### src/scd_regs.vh
// Register offsets, field positions, reset values and codes for the sampling clock block
`ifndef SCD_REGS_VH
`define SCD_REGS_VH

// ==========================================================
// Register offsets (15-bit serial address)
`define SCD_ADDR_CHAN_SELECT 15'h0008
`define SCD_ADDR_DIV_RATIO 15'h0108
`define SCD_ADDR_HALF_DELAY 15'h0109
`define SCD_ADDR_SYNC_STATE 15'h010b
`define SCD_ADDR_DIV_STATUS 15'h010c
`define SCD_ADDR_DELAY_CTRL 15'h0110
`define SCD_ADDR_SUPERFINE 15'h0111
`define SCD_ADDR_FINE 15'h0112
`define SCD_ADDR_DCS_A 15'h011c
`define SCD_ADDR_DCS_B 15'h011e

// ==========================================================
// Reset values
`define SCD_RST_CHAN_SELECT 8'h03
`define SCD_RST_DIV_RATIO 8'h00
`define SCD_RST_SYNC_STATE 8'h00
`define SCD_RST_LOCAL 8'h00
`define SCD_RST_DCS 8'h01

// ==========================================================
// Field positions and codes
`define SCD_DIV_BY1 2'h0
`define SCD_DIV_BY2 2'h1
`define SCD_DIV_BY4 2'h3
`define SCD_SYNC_EN_BIT 7
`define SCD_SYNC_OUT_BIT 2
`define SCD_HALF_EN_BIT 0
`define SCD_DCS_EN_BIT 0
`define SCD_MODE_OFF 3'h0
`define SCD_MODE_SF_16 3'h2
`define SCD_MODE_SF_192 3'h6
`define SCD_MODE_WIDE_BIT 2
`define SCD_FINE_MAX_16 8'h0f
`define SCD_FINE_MAX_192 8'hc0
`define SCD_SUPERFINE_MAX 8'h80

// ==========================================================
// Serial port framing
`define SCD_SPI_INSTR_BITS 5'h10
`define SCD_SPI_LAST_BIT 5'h17
`define SCD_SPI_DONE 5'h18

`endif

### src/scd_top.v
// Sampling clock divider, phase and edge delay controls with serial register port
`timescale 1ns/1ps
`include "scd_regs.vh"

module scd_top
(
	input wire CLK_SYS,
	input wire ARST_N,
	input wire CLK_IN,
	input wire SYSREF,
	input wire SPI_SCLK,
	input wire SPI_CSB_N,
	input wire SPI_SDIO_IN,
	output reg SPI_SDIO_OUT,
	output reg SPI_SDIO_OE_N,
	output reg SAMPLE_CLK_A,
	output reg SAMPLE_CLK_B,
	output reg SAMPLE_STROBE_A,
	output reg SAMPLE_STROBE_B,
	output reg [7:0] FINE_DELAY_A,
	output reg [7:0] FINE_DELAY_B,
	output reg [7:0] SUPERFINE_DELAY_A,
	output reg [7:0] SUPERFINE_DELAY_B,
	output reg FINE_WIDE_A,
	output reg FINE_WIDE_B,
	output reg DATAPATH_RST_A,
	output reg DATAPATH_RST_B,
	output reg DUTY_CYCLE_STABILIZER_EN
);

	// ==========================================================
	// Helpers
	function [7:0] scd_clamp;
		input [7:0] val;
		input [7:0] max;
		begin
			scd_clamp = (val > max) ? max : val;
		end
	endfunction

	function scd_superfine_on;
		input [2:0] mode;
		begin
			scd_superfine_on = (mode == `SCD_MODE_SF_16) ||
				(mode == `SCD_MODE_SF_192);
		end
	endfunction

	// ==========================================================
	// Pin synchronisers
	reg [4:0] sync1;
	reg [4:0] sync2;
	reg sclk_d;
	reg clk_d;
	reg sysref_d;
	wire clk_s = sync2[0];
	wire sysref_s = sync2[1];
	wire sclk_s = sync2[2];
	wire csb_s = sync2[3];
	wire sdi_s = sync2[4];
	wire sclk_rise = sclk_s & ~sclk_d;
	wire sclk_fall = ~sclk_s & sclk_d;
	// Both input edges count: each is one half input period
	wire in_edge = clk_s ^ clk_d;
	wire sysref_rise = sysref_s & ~sysref_d;

	always @(posedge CLK_SYS or negedge ARST_N)
	begin
		if (!ARST_N)
		begin
			sync1 <= 5'h08;
			sync2 <= 5'h08;
			sclk_d <= 1'b0;
			clk_d <= 1'b0;
			sysref_d <= 1'b0;
		end
		else
		begin
			sync1 <= {SPI_SDIO_IN, SPI_CSB_N, SPI_SCLK, SYSREF, CLK_IN};
			sync2 <= sync1;
			sclk_d <= sclk_s;
			clk_d <= clk_s;
			sysref_d <= sysref_s;
		end
	end

	// ==========================================================
	// Register storage
	reg [7:0] chan_select;
	reg [7:0] div_ratio;
	reg [7:0] sync_state;
	reg [7:0] dcs_a;
	reg [7:0] dcs_b;
	reg [7:0] half_delay [0:1];
	reg [7:0] delay_ctrl [0:1];
	reg [7:0] superfine [0:1];
	reg [7:0] fine [0:1];
	reg [1:0] div_cnt;
	reg div_out;
	reg wr_stb;
	reg [14:0] wr_addr;
	reg [7:0] wr_data;
	reg [1:0] rst_pulse;
	integer i;

	// Reads show the lowest selected channel
	wire rd_ch = chan_select[0] ? 1'b0 : 1'b1;

	function [7:0] scd_read;
		input [14:0] addr;
		begin
			case (addr)
				`SCD_ADDR_CHAN_SELECT: scd_read = chan_select;
				`SCD_ADDR_DIV_RATIO: scd_read = div_ratio;
				`SCD_ADDR_HALF_DELAY: scd_read = half_delay[rd_ch];
				`SCD_ADDR_SYNC_STATE: scd_read = sync_state;
				`SCD_ADDR_DIV_STATUS: scd_read = {5'h00, div_out, div_cnt};
				`SCD_ADDR_DELAY_CTRL: scd_read = delay_ctrl[rd_ch];
				`SCD_ADDR_SUPERFINE: scd_read = superfine[rd_ch];
				`SCD_ADDR_FINE: scd_read = fine[rd_ch];
				`SCD_ADDR_DCS_A: scd_read = dcs_a;
				`SCD_ADDR_DCS_B: scd_read = dcs_b;
				default: scd_read = 8'h00;
			endcase
		end
	endfunction

	always @(posedge CLK_SYS or negedge ARST_N)
	begin
		if (!ARST_N)
		begin
			chan_select <= `SCD_RST_CHAN_SELECT;
			div_ratio <= `SCD_RST_DIV_RATIO;
			sync_state <= `SCD_RST_SYNC_STATE;
			dcs_a <= `SCD_RST_DCS;
			dcs_b <= `SCD_RST_DCS;
			rst_pulse <= 2'h0;
			for (i = 0; i < 2; i = i + 1)
			begin
				half_delay[i] <= `SCD_RST_LOCAL;
				delay_ctrl[i] <= `SCD_RST_LOCAL;
				superfine[i] <= `SCD_RST_LOCAL;
				fine[i] <= `SCD_RST_LOCAL;
			end
		end
		else
		begin
			rst_pulse <= 2'h0;
			if (wr_stb)
			begin
				case (wr_addr)
					`SCD_ADDR_CHAN_SELECT: chan_select <= {6'h00, wr_data[1:0]};
					`SCD_ADDR_DIV_RATIO: div_ratio <= wr_data;
					`SCD_ADDR_SYNC_STATE: sync_state <= wr_data;
					`SCD_ADDR_DCS_A: dcs_a <= wr_data;
					`SCD_ADDR_DCS_B: dcs_b <= wr_data;
					default: ;
				endcase
				// Local registers go to every selected channel
				for (i = 0; i < 2; i = i + 1)
				begin
					if (chan_select[i])
					begin
						case (wr_addr)
							`SCD_ADDR_HALF_DELAY: half_delay[i] <= wr_data;
							`SCD_ADDR_DELAY_CTRL:
							begin
								delay_ctrl[i] <= wr_data;
								if (wr_data[2:0] != `SCD_MODE_OFF)
									rst_pulse[i] <= 1'b1;
							end
							// No datapath reset here, link stays up
							`SCD_ADDR_SUPERFINE: superfine[i] <= wr_data;
							`SCD_ADDR_FINE: fine[i] <= wr_data;
							default: ;
						endcase
					end
				end
			end
		end
	end

	// ==========================================================
	// Serial port: 16-bit instruction (read flag, address), one data byte
	reg [4:0] bit_cnt;
	reg [15:0] instr;
	reg [7:0] wsh;
	reg [7:0] rsh;
	reg rd_op;

	always @(posedge CLK_SYS or negedge ARST_N)
	begin
		if (!ARST_N)
		begin
			bit_cnt <= 5'h00;
			instr <= 16'h0000;
			wsh <= 8'h00;
			rsh <= 8'h00;
			rd_op <= 1'b0;
			wr_stb <= 1'b0;
			wr_addr <= 15'h0000;
			wr_data <= 8'h00;
			SPI_SDIO_OUT <= 1'b0;
			SPI_SDIO_OE_N <= 1'b1;
		end
		else
		begin
			wr_stb <= 1'b0;
			if (csb_s)
			begin
				bit_cnt <= 5'h00;
				rd_op <= 1'b0;
				SPI_SDIO_OE_N <= 1'b1;
			end
			else
			begin
				if (sclk_rise && bit_cnt != `SCD_SPI_DONE)
				begin
					bit_cnt <= bit_cnt + 5'h01;
					if (bit_cnt < `SCD_SPI_INSTR_BITS)
						instr <= {instr[14:0], sdi_s};
					else
						wsh <= {wsh[6:0], sdi_s};
					if (bit_cnt == `SCD_SPI_INSTR_BITS - 5'h01)
					begin
						rd_op <= instr[14];
						rsh <= scd_read({instr[13:0], sdi_s});
					end
					if (bit_cnt == `SCD_SPI_LAST_BIT && !rd_op)
					begin
						wr_stb <= 1'b1;
						wr_addr <= instr[14:0];
						wr_data <= {wsh[6:0], sdi_s};
					end
				end
				if (sclk_fall && rd_op)
				begin
					if (bit_cnt == `SCD_SPI_DONE)
						SPI_SDIO_OE_N <= 1'b1;
					else
					begin
						SPI_SDIO_OE_N <= 1'b0;
						SPI_SDIO_OUT <= rsh[7];
						rsh <= {rsh[6:0], 1'b0};
					end
				end
			end
		end
	end

	// ==========================================================
	// Divider: toggles every N half periods, so duty is 50%
	reg [1:0] div_last;
	reg div_late;
	reg [1:0] ch_clk;

	always @*
	begin
		case (div_ratio[1:0])
			`SCD_DIV_BY2: div_last = 2'h1;
			`SCD_DIV_BY4: div_last = 2'h3;
			default: div_last = 2'h0;
		endcase
	end

	always @(posedge CLK_SYS or negedge ARST_N)
	begin
		if (!ARST_N)
		begin
			div_cnt <= 2'h0;
			div_out <= 1'b0;
			div_late <= 1'b0;
		end
		else if (sysref_rise && sync_state[`SCD_SYNC_EN_BIT])
		begin
			div_cnt <= sync_state[1:0];
			div_out <= sync_state[`SCD_SYNC_OUT_BIT];
		end
		else if (in_edge)
		begin
			div_late <= div_out;
			if (div_cnt >= div_last)
			begin
				div_cnt <= 2'h0;
				div_out <= ~div_out;
			end
			else
				div_cnt <= div_cnt + 2'h1;
		end
	end

	// ==========================================================
	// Per-channel clock, sample strobe and delay outputs
	reg [1:0] next_clk;

	// Delayed channel takes the copy one input edge late
	always @*
	begin
		next_clk[0] = half_delay[0][`SCD_HALF_EN_BIT] ? div_late : div_out;
		next_clk[1] = half_delay[1][`SCD_HALF_EN_BIT] ? div_late : div_out;
	end

	// Outputs follow the registers one cycle after the write
	always @(posedge CLK_SYS or negedge ARST_N)
	begin
		if (!ARST_N)
		begin
			ch_clk <= 2'h0;
			SAMPLE_CLK_A <= 1'b0;
			SAMPLE_CLK_B <= 1'b0;
			SAMPLE_STROBE_A <= 1'b0;
			SAMPLE_STROBE_B <= 1'b0;
			FINE_DELAY_A <= 8'h00;
			FINE_DELAY_B <= 8'h00;
			SUPERFINE_DELAY_A <= 8'h00;
			SUPERFINE_DELAY_B <= 8'h00;
			FINE_WIDE_A <= 1'b0;
			FINE_WIDE_B <= 1'b0;
			DATAPATH_RST_A <= 1'b0;
			DATAPATH_RST_B <= 1'b0;
			DUTY_CYCLE_STABILIZER_EN <= 1'b1;
		end
		else
		begin
			ch_clk <= next_clk;
			SAMPLE_CLK_A <= next_clk[0];
			SAMPLE_CLK_B <= next_clk[1];
			SAMPLE_STROBE_A <= next_clk[0] & ~ch_clk[0];
			SAMPLE_STROBE_B <= next_clk[1] & ~ch_clk[1];
			FINE_WIDE_A <= delay_ctrl[0][`SCD_MODE_WIDE_BIT];
			FINE_WIDE_B <= delay_ctrl[1][`SCD_MODE_WIDE_BIT];
			// Fine steps capped at 15 or 192 by the chosen option
			FINE_DELAY_A <= (delay_ctrl[0][2:0] == `SCD_MODE_OFF) ? 8'h00 :
				scd_clamp(fine[0], delay_ctrl[0][`SCD_MODE_WIDE_BIT] ?
				`SCD_FINE_MAX_192 : `SCD_FINE_MAX_16);
			FINE_DELAY_B <= (delay_ctrl[1][2:0] == `SCD_MODE_OFF) ? 8'h00 :
				scd_clamp(fine[1], delay_ctrl[1][`SCD_MODE_WIDE_BIT] ?
				`SCD_FINE_MAX_192 : `SCD_FINE_MAX_16);
			SUPERFINE_DELAY_A <= scd_superfine_on(delay_ctrl[0][2:0]) ?
				scd_clamp(superfine[0], `SCD_SUPERFINE_MAX) : 8'h00;
			SUPERFINE_DELAY_B <= scd_superfine_on(delay_ctrl[1][2:0]) ?
				scd_clamp(superfine[1], `SCD_SUPERFINE_MAX) : 8'h00;
			DATAPATH_RST_A <= rst_pulse[0];
			DATAPATH_RST_B <= rst_pulse[1];
			DUTY_CYCLE_STABILIZER_EN <= dcs_a[`SCD_DCS_EN_BIT] &
				dcs_b[`SCD_DCS_EN_BIT];
		end
	end

endmodule

### config.mk
export PLATFORM = sky130hd
export DESIGN_NAME = scd_top
export DESIGN_NICKNAME = d
export VERILOG_FILES = /design/src/scd_top.v
export VERILOG_INCLUDE_DIRS = /design/src
export SDC_FILE = /design/constraint.sdc
export NUM_CORES = 1
export LEC_CHECK = 0
export BUFFER_PORTS_ARGS = -buffer_cell sky130_fd_sc_hd__buf_2
export CAP_MARGIN = 10
export CORE_MARGIN = 3
export CORE_UTILIZATION = 52
export DETAILED_ROUTE_END_ITERATION = 10
export GPL_TIMING_DRIVEN = 0
export PLACE_DENSITY = 0.69
export REMOVE_ABC_BUFFERS = 1
export SYNTH_ARGS = -nofsm -noshare
export SYNTH_HDL_FRONTEND = slang
export SYNTH_SLANG_ARGS = --single-unit
### constraint.sdc
create_clock -name CLK_SYS -period 7.4 [get_ports CLK_SYS]
set_clock_uncertainty 0.15 [all_clocks]
set_input_delay 1.48 -clock CLK_SYS [delete_from_list [all_inputs] [get_ports CLK_SYS]]
set_output_delay 1.48 -clock CLK_SYS [all_outputs]
set_load 0.01 [all_outputs]
Word level (Yosys, flattened, before mapping)
Index checks and enable logic that the tools add are counted.

storage, ports and cells
  output and inout bits = 43
  word-level logic and storage cells = 190
  input port bits = 7
  register bits after elaboration = 222

operators by class
  bitwise operators = 18
  add/subtract/negate cells = 2
  equal/unequal tests = 29
  order comparisons = 7
  reductions and logical operators = 35
  mux-type cells = 53

operators with widths
  kind                                                              number
  15-bit by 9-bit == test with 1-bit output, second input constant  17
  8-bit 2-to-1 mux                                                  26
  8-bit case mux with 10 select lines                               1
  3-bit AND reduction                                               12
  15-bit by 4-bit == test with 1-bit output, second input constant  2
  1-bit 2-to-1 mux                                                  19
  8-bit > comparator                                                2
  8-bit > comparator, second input constant                         2
  2-bit AND reduction                                               8
  5-bit == test, second input constant                              2
  5-bit 2-to-1 mux                                                  2
  1-bit NOT                                                         10
  2-bit nonzero test                                                5
  2-bit 2-to-1 mux                                                  4
  1-bit bitwise AND                                                 6
  3-bit by 2-bit == test with 1-bit output, second input constant   2
  3-bit == test, second input constant                              2
  3-bit zero test                                                   2
  5-bit by 1-bit adder with 5-bit output, second input constant     1
  5-bit by 4-bit == test with 1-bit output, second input constant   1
  5-bit less-than comparator, second input constant                 1
  5-bit inequality test, second input constant                      1
  1-bit logical AND                                                 4
  2-bit case mux with 2 select lines                                1
  10 further kinds                                                  11

Depth between registers and ports, before layout
  depth after elaboration = 10
  gate-level depth with buffers = 10
  gate-level depth less buffers = 8

Least setup slack after synthesis
OpenSTA, ideal clock, no wires.

  kind = register -> register
  start = register bit_cnt[0]
  end = register wr_addr[0]
  stages on the path, launching flop included = 11
  setup slack = 4.936 ns
  period minus slack after synthesis = 2.464 ns
  setup time = 0.125 ns
  required time = 7.125 ns
  data arrival time = 2.189 ns
  path buffers = 2
  path through = dfrtp_1 -> inv_1 -> ha_1 -> nand4b_1 -> nand3b_2 -> nor2_2 -> nand2_2 -> or4_1 -> buf_2 -> buf_2 -> mux2_2

on the way
  cells in the longest elaborated chain, start to end = 3
  elaborated cells on any way between the ends = 5
  classes of those cells = eq/ne (2); reduce/logical (3)

RTL lines
  element                                                           line           source
  start: declaration                                                scd_top.v:185  reg [4:0] bit_cnt;
  start signal: assignment                                          scd_top.v:219  bit_cnt <= bit_cnt + 5'h01;
  5-bit inequality test (no line) or 5-bit == test (tied branches)  -
  1-bit logical AND (on tied branches)                              -
  3-bit AND reduction (no line) *                                   -
  end signal: assignment                                            scd_top.v:232  wr_addr <= instr[14:0];
  end: declaration                                                  scd_top.v:101  reg [14:0] wr_addr;

Mark *: on every way between the ends. The rest lies on a longest branch, timed or not.
A chain may end at the register's enable or synchronous reset.

Worst setup path in the final report
  start = register bit_cnt[0]
  end = register wr_addr[10]

Same word-level chain as after synthesis.

==> impl_metrics.csv <==
group,metric,value,unit
sta,slew_viol_final,0,
cells_and_area,multi_input_area,0.00406,mm^2
sta,slew_headroom,0.301,
worst_hold_path,hold_path.class,"register to register",
drt,wl_per_cell,20.9,um
floorplanning,fp-row-count,49,
cts,cts_made_buffers,23,
sta,worst_slew_pin_slew,1050,ps
synthesis,synth_area_leaders,"dfrtp_1 54%, mux2_2 17%, mux2i_1 3.1%",
job,cap_violations,0,
grt,grt_max_degree,83,
cts,cts_tree,"done",
floorplanning,pin_count,50,
setup_path,rr_startpoint,"bit_cnt[0]",
cells_and_area,seqCellArea,0.00552,mm^2
cts,cts_setup_buffers,0,
floorplanning,die_h,143,um
place,dpl.hpwl,15400,um
drt,vias,6338,
floorplanning,fp.dieArea,0.0204,mm^2
worst_hold_path,min_from,"sync1[2]",
setup_path,critPathArrivalTime,3390,ps
cts,root_buffer,"clkbuf_16",
sta,hold_violations,0,
setup_path,critPathMaxFanout,24,
setup_path,worst_ep_required_time,7630,ps
grt,grt_pass1_wl,35900,um
synthesis,synthFlopType,"dfrtp_1",
setup_path,crit_type,"register to register",
cells_and_area,fill_cells,1411,
grt,grt-ovfl-total,0,
synthesis,synth_top_cell_by_area,"dfrtp_1",
drt,drt_iter0_markers,449,
synthesis,synth_cell_types,70,
pwr,p_per_area,236,mW/mm^2
synthesis,synth_area,0.00976,mm^2
outcome,status,"finished clean",
setup_path,r2r_setup_slack,4230,ps
sta,setup_viol,0,
setup_path,reg2reg_depth,8,
cts,post_cts_resized,0,
drt,vias_per_cell,6.01,
cells_and_area,areaGrowthSynthToFinish,12.4,%
sta,max_freq,316,MHz
pwr,p_leak,5.21,nW
drt,totalWireLength,22100,um
synthesis,seq_area_frac_synth,0.565,
place,gp_congestion,0.955,
floorplanning,fp.coreArea,0.0182,mm^2
cells_and_area,layout-drive-gt1-share,0.314,
floorplanning,start_util,0.536,
cts,clock_sinks,220,
setup_path,end_kind,"register",
synthesis,synth_top_cell_area_share,0.544,
drt,drcViolationCount,0,
synthesis,synth_most_common_cell,"dfrtp_1",
synthesis,yosys-top-cells-count,"212 x dfrtp_1, 148 x mux2_2, 45 x nor2_1",
sta,setup-tns-final,0,ps
floorplanning,die_w,143,um
cts,cts_max_level,1,
cts,cts_max_path_buffers,3,
cells_and_area,finalNetCount,835,
pwr,peakVddDrop,198,uV
setup_path,crit_start,"bit_cnt[0]",
cells_and_area,n_antenna_cell,0,
grt,grt_pass1_vias,6598,
setup_path,endpoint,"wr_addr[10]",
cells_and_area,final_core_util,0.602,
cts,clkLatencyLatePin,510,ps
synthesis,ys_async_sr_fraction,1.00,
grt,antenna_found_initial,0,
sta,rsz0062_at_grt,"no",
drt,antenna_left,0,
synthesis,ys_seq_elements,220,
synthesis,syn_inst,764,
synthesis,yosysWarnings,0,
sta,timing.final.crit_share,0.428,
place,io_buffers,49,
setup_path,r2r_end,"wr_addr[10]",
drt,drtPass1Iterations,5,
synthesis,syn_avg_cell_area,12.8,um^2
synthesis,synth_edf_count,0,
cts,cts.clk_slew.worst_paths,60,ps
sta,post-route-min-period,3170,ps
cts,hold_buffers,0,
setup_path,worstSetupStartpointType,"register",
grt,grt_util_all_layers,0.223,
[routing by layer]
layer / vias to the layer above / GRT usage / part of all wire
li1: 2883 / - / -
met1: 3246 / 0.296 / 0.43
met2: 166 / 0.385 / 0.49
met3: 43 / 0.0311 / 0.043
met4: 0 / 0.0640 / 0.031
met5: - / 0 / 0
[logic make-up after synthesis]
logic type      after synthesis  share of synthesized area
flops                       220                      0.565
simple gates                203                      0.120
mux                         178                      0.202
compound gates               96                     0.0699
buf+inv                      47                     0.0192
fa+ha+maj                    17                     0.0218
xor+xnor                      3                    0.00269
[cells in the final DEF (no fill, tap or decap), types with 7 or more instances in the layout]
cell type  netlist  layout
a211oi_1         8       8
a21o_1           8       8
a21oi_1         21      21
and2_1          26      26
buf_2            8      48
clkbuf_16        0      23
clkbuf_8         0       7
dfrtp_1        212     212
dfstp_2          8       8
ha_1            17      17
inv_1           17      17
mux2_2         148     148
mux2i_1         30      30
nand2_1         33      33
nand3_1         12      12
nor2_1          45      45
nor2b_1          7       7
nor3_1          12      11
nor4_1          11      11
o21ai_0         11      11
or3_1            7       7
[sequential cells by signal (all words and copies together), names as in the netlist, 7 cells and up]
name	cells
delay_ctrl	16
fine	16
half_delay	16
superfine	16
instr	15
wr_addr	15
FINE_DELAY_A	8
FINE_DELAY_B	8
SUPERFINE_DELAY_A	8
SUPERFINE_DELAY_B	8
dcs_a	8
dcs_b	8
div_ratio	8
rsh	8
sync_state	8
wr_data	8
wsh	7
[area by class of cell]
| cell class | instances | area share |
|---|---|---|
| Clock buffer | 36 | 0.0633 |
| Clock inverter | 4 | 0.00240 |
| Inverter | 17 | 0.00582 |
| Multi-Input combinational cell | 497 | 0.370 |
| Sequential cell | 220 | 0.503 |
| Tap cell | 229 | 0.0261 |
| Timing Repair Buffer | 52 | 0.0293 |
[metrics by stage]
| stage | std cells | setup WS [ps] | hold slack [ps] | power [W] | instance area (um^2) |
|---|---|---|---|---|---|
| floorplan | 734 | 4700 | 181 | 0.00143 | 9640 |
| global placement | 1012 | 1220 | 183 | 0.00150 | 10200 |
| detailed placement | 1015 | 4260 | 188 | 0.00152 | 10200 |
| CTS | 1055 | 4200 | 201 | 0.00261 | 11000 |
| global route | 1055 | 4020 | 206 | 0.00268 | 11000 |
| finish | 1055 | 4230 | 199 | 0.00259 | 11000 |
[critical path, stage by stage (launching register included)]
cell      delay, ps
dfrtp_1         400
inv_1            70
ha_1            200
nand4b_1        190
nand3b_2        210
nor2_2          230
nand2_2         180
or4_1           920
mux2_2          460
[power breakdown]
part	switching [W]	internal [W]	total, W
clock	0.000452	0.000642	0.00109
combinational	0.000113	0.0000788	0.000192
sequential	0.0000629	0.00124	0.00130
total	0.000628	0.00196	0.00259
[worst min-delay path by stage]
| stage | to | slack [ps] | cells past startpoint |
|---|---|---|---|
| 2_1_floorplan | DATAPATH_RST_A | 180 | 0 |
| 3_3_place_gp | DATAPATH_RST_B | 180 | 0 |
| 3_5_place_dp | DATAPATH_RST_B | 190 | 0 |
| 4_1_cts | sync2[2] | 200 | 0 |
| 5_1_grt | sync2[1] | 210 | 0 |
| 6_report | sync2[2] | 200 | 0 |
No activity file was read; power rests on OpenSTA's default activity.
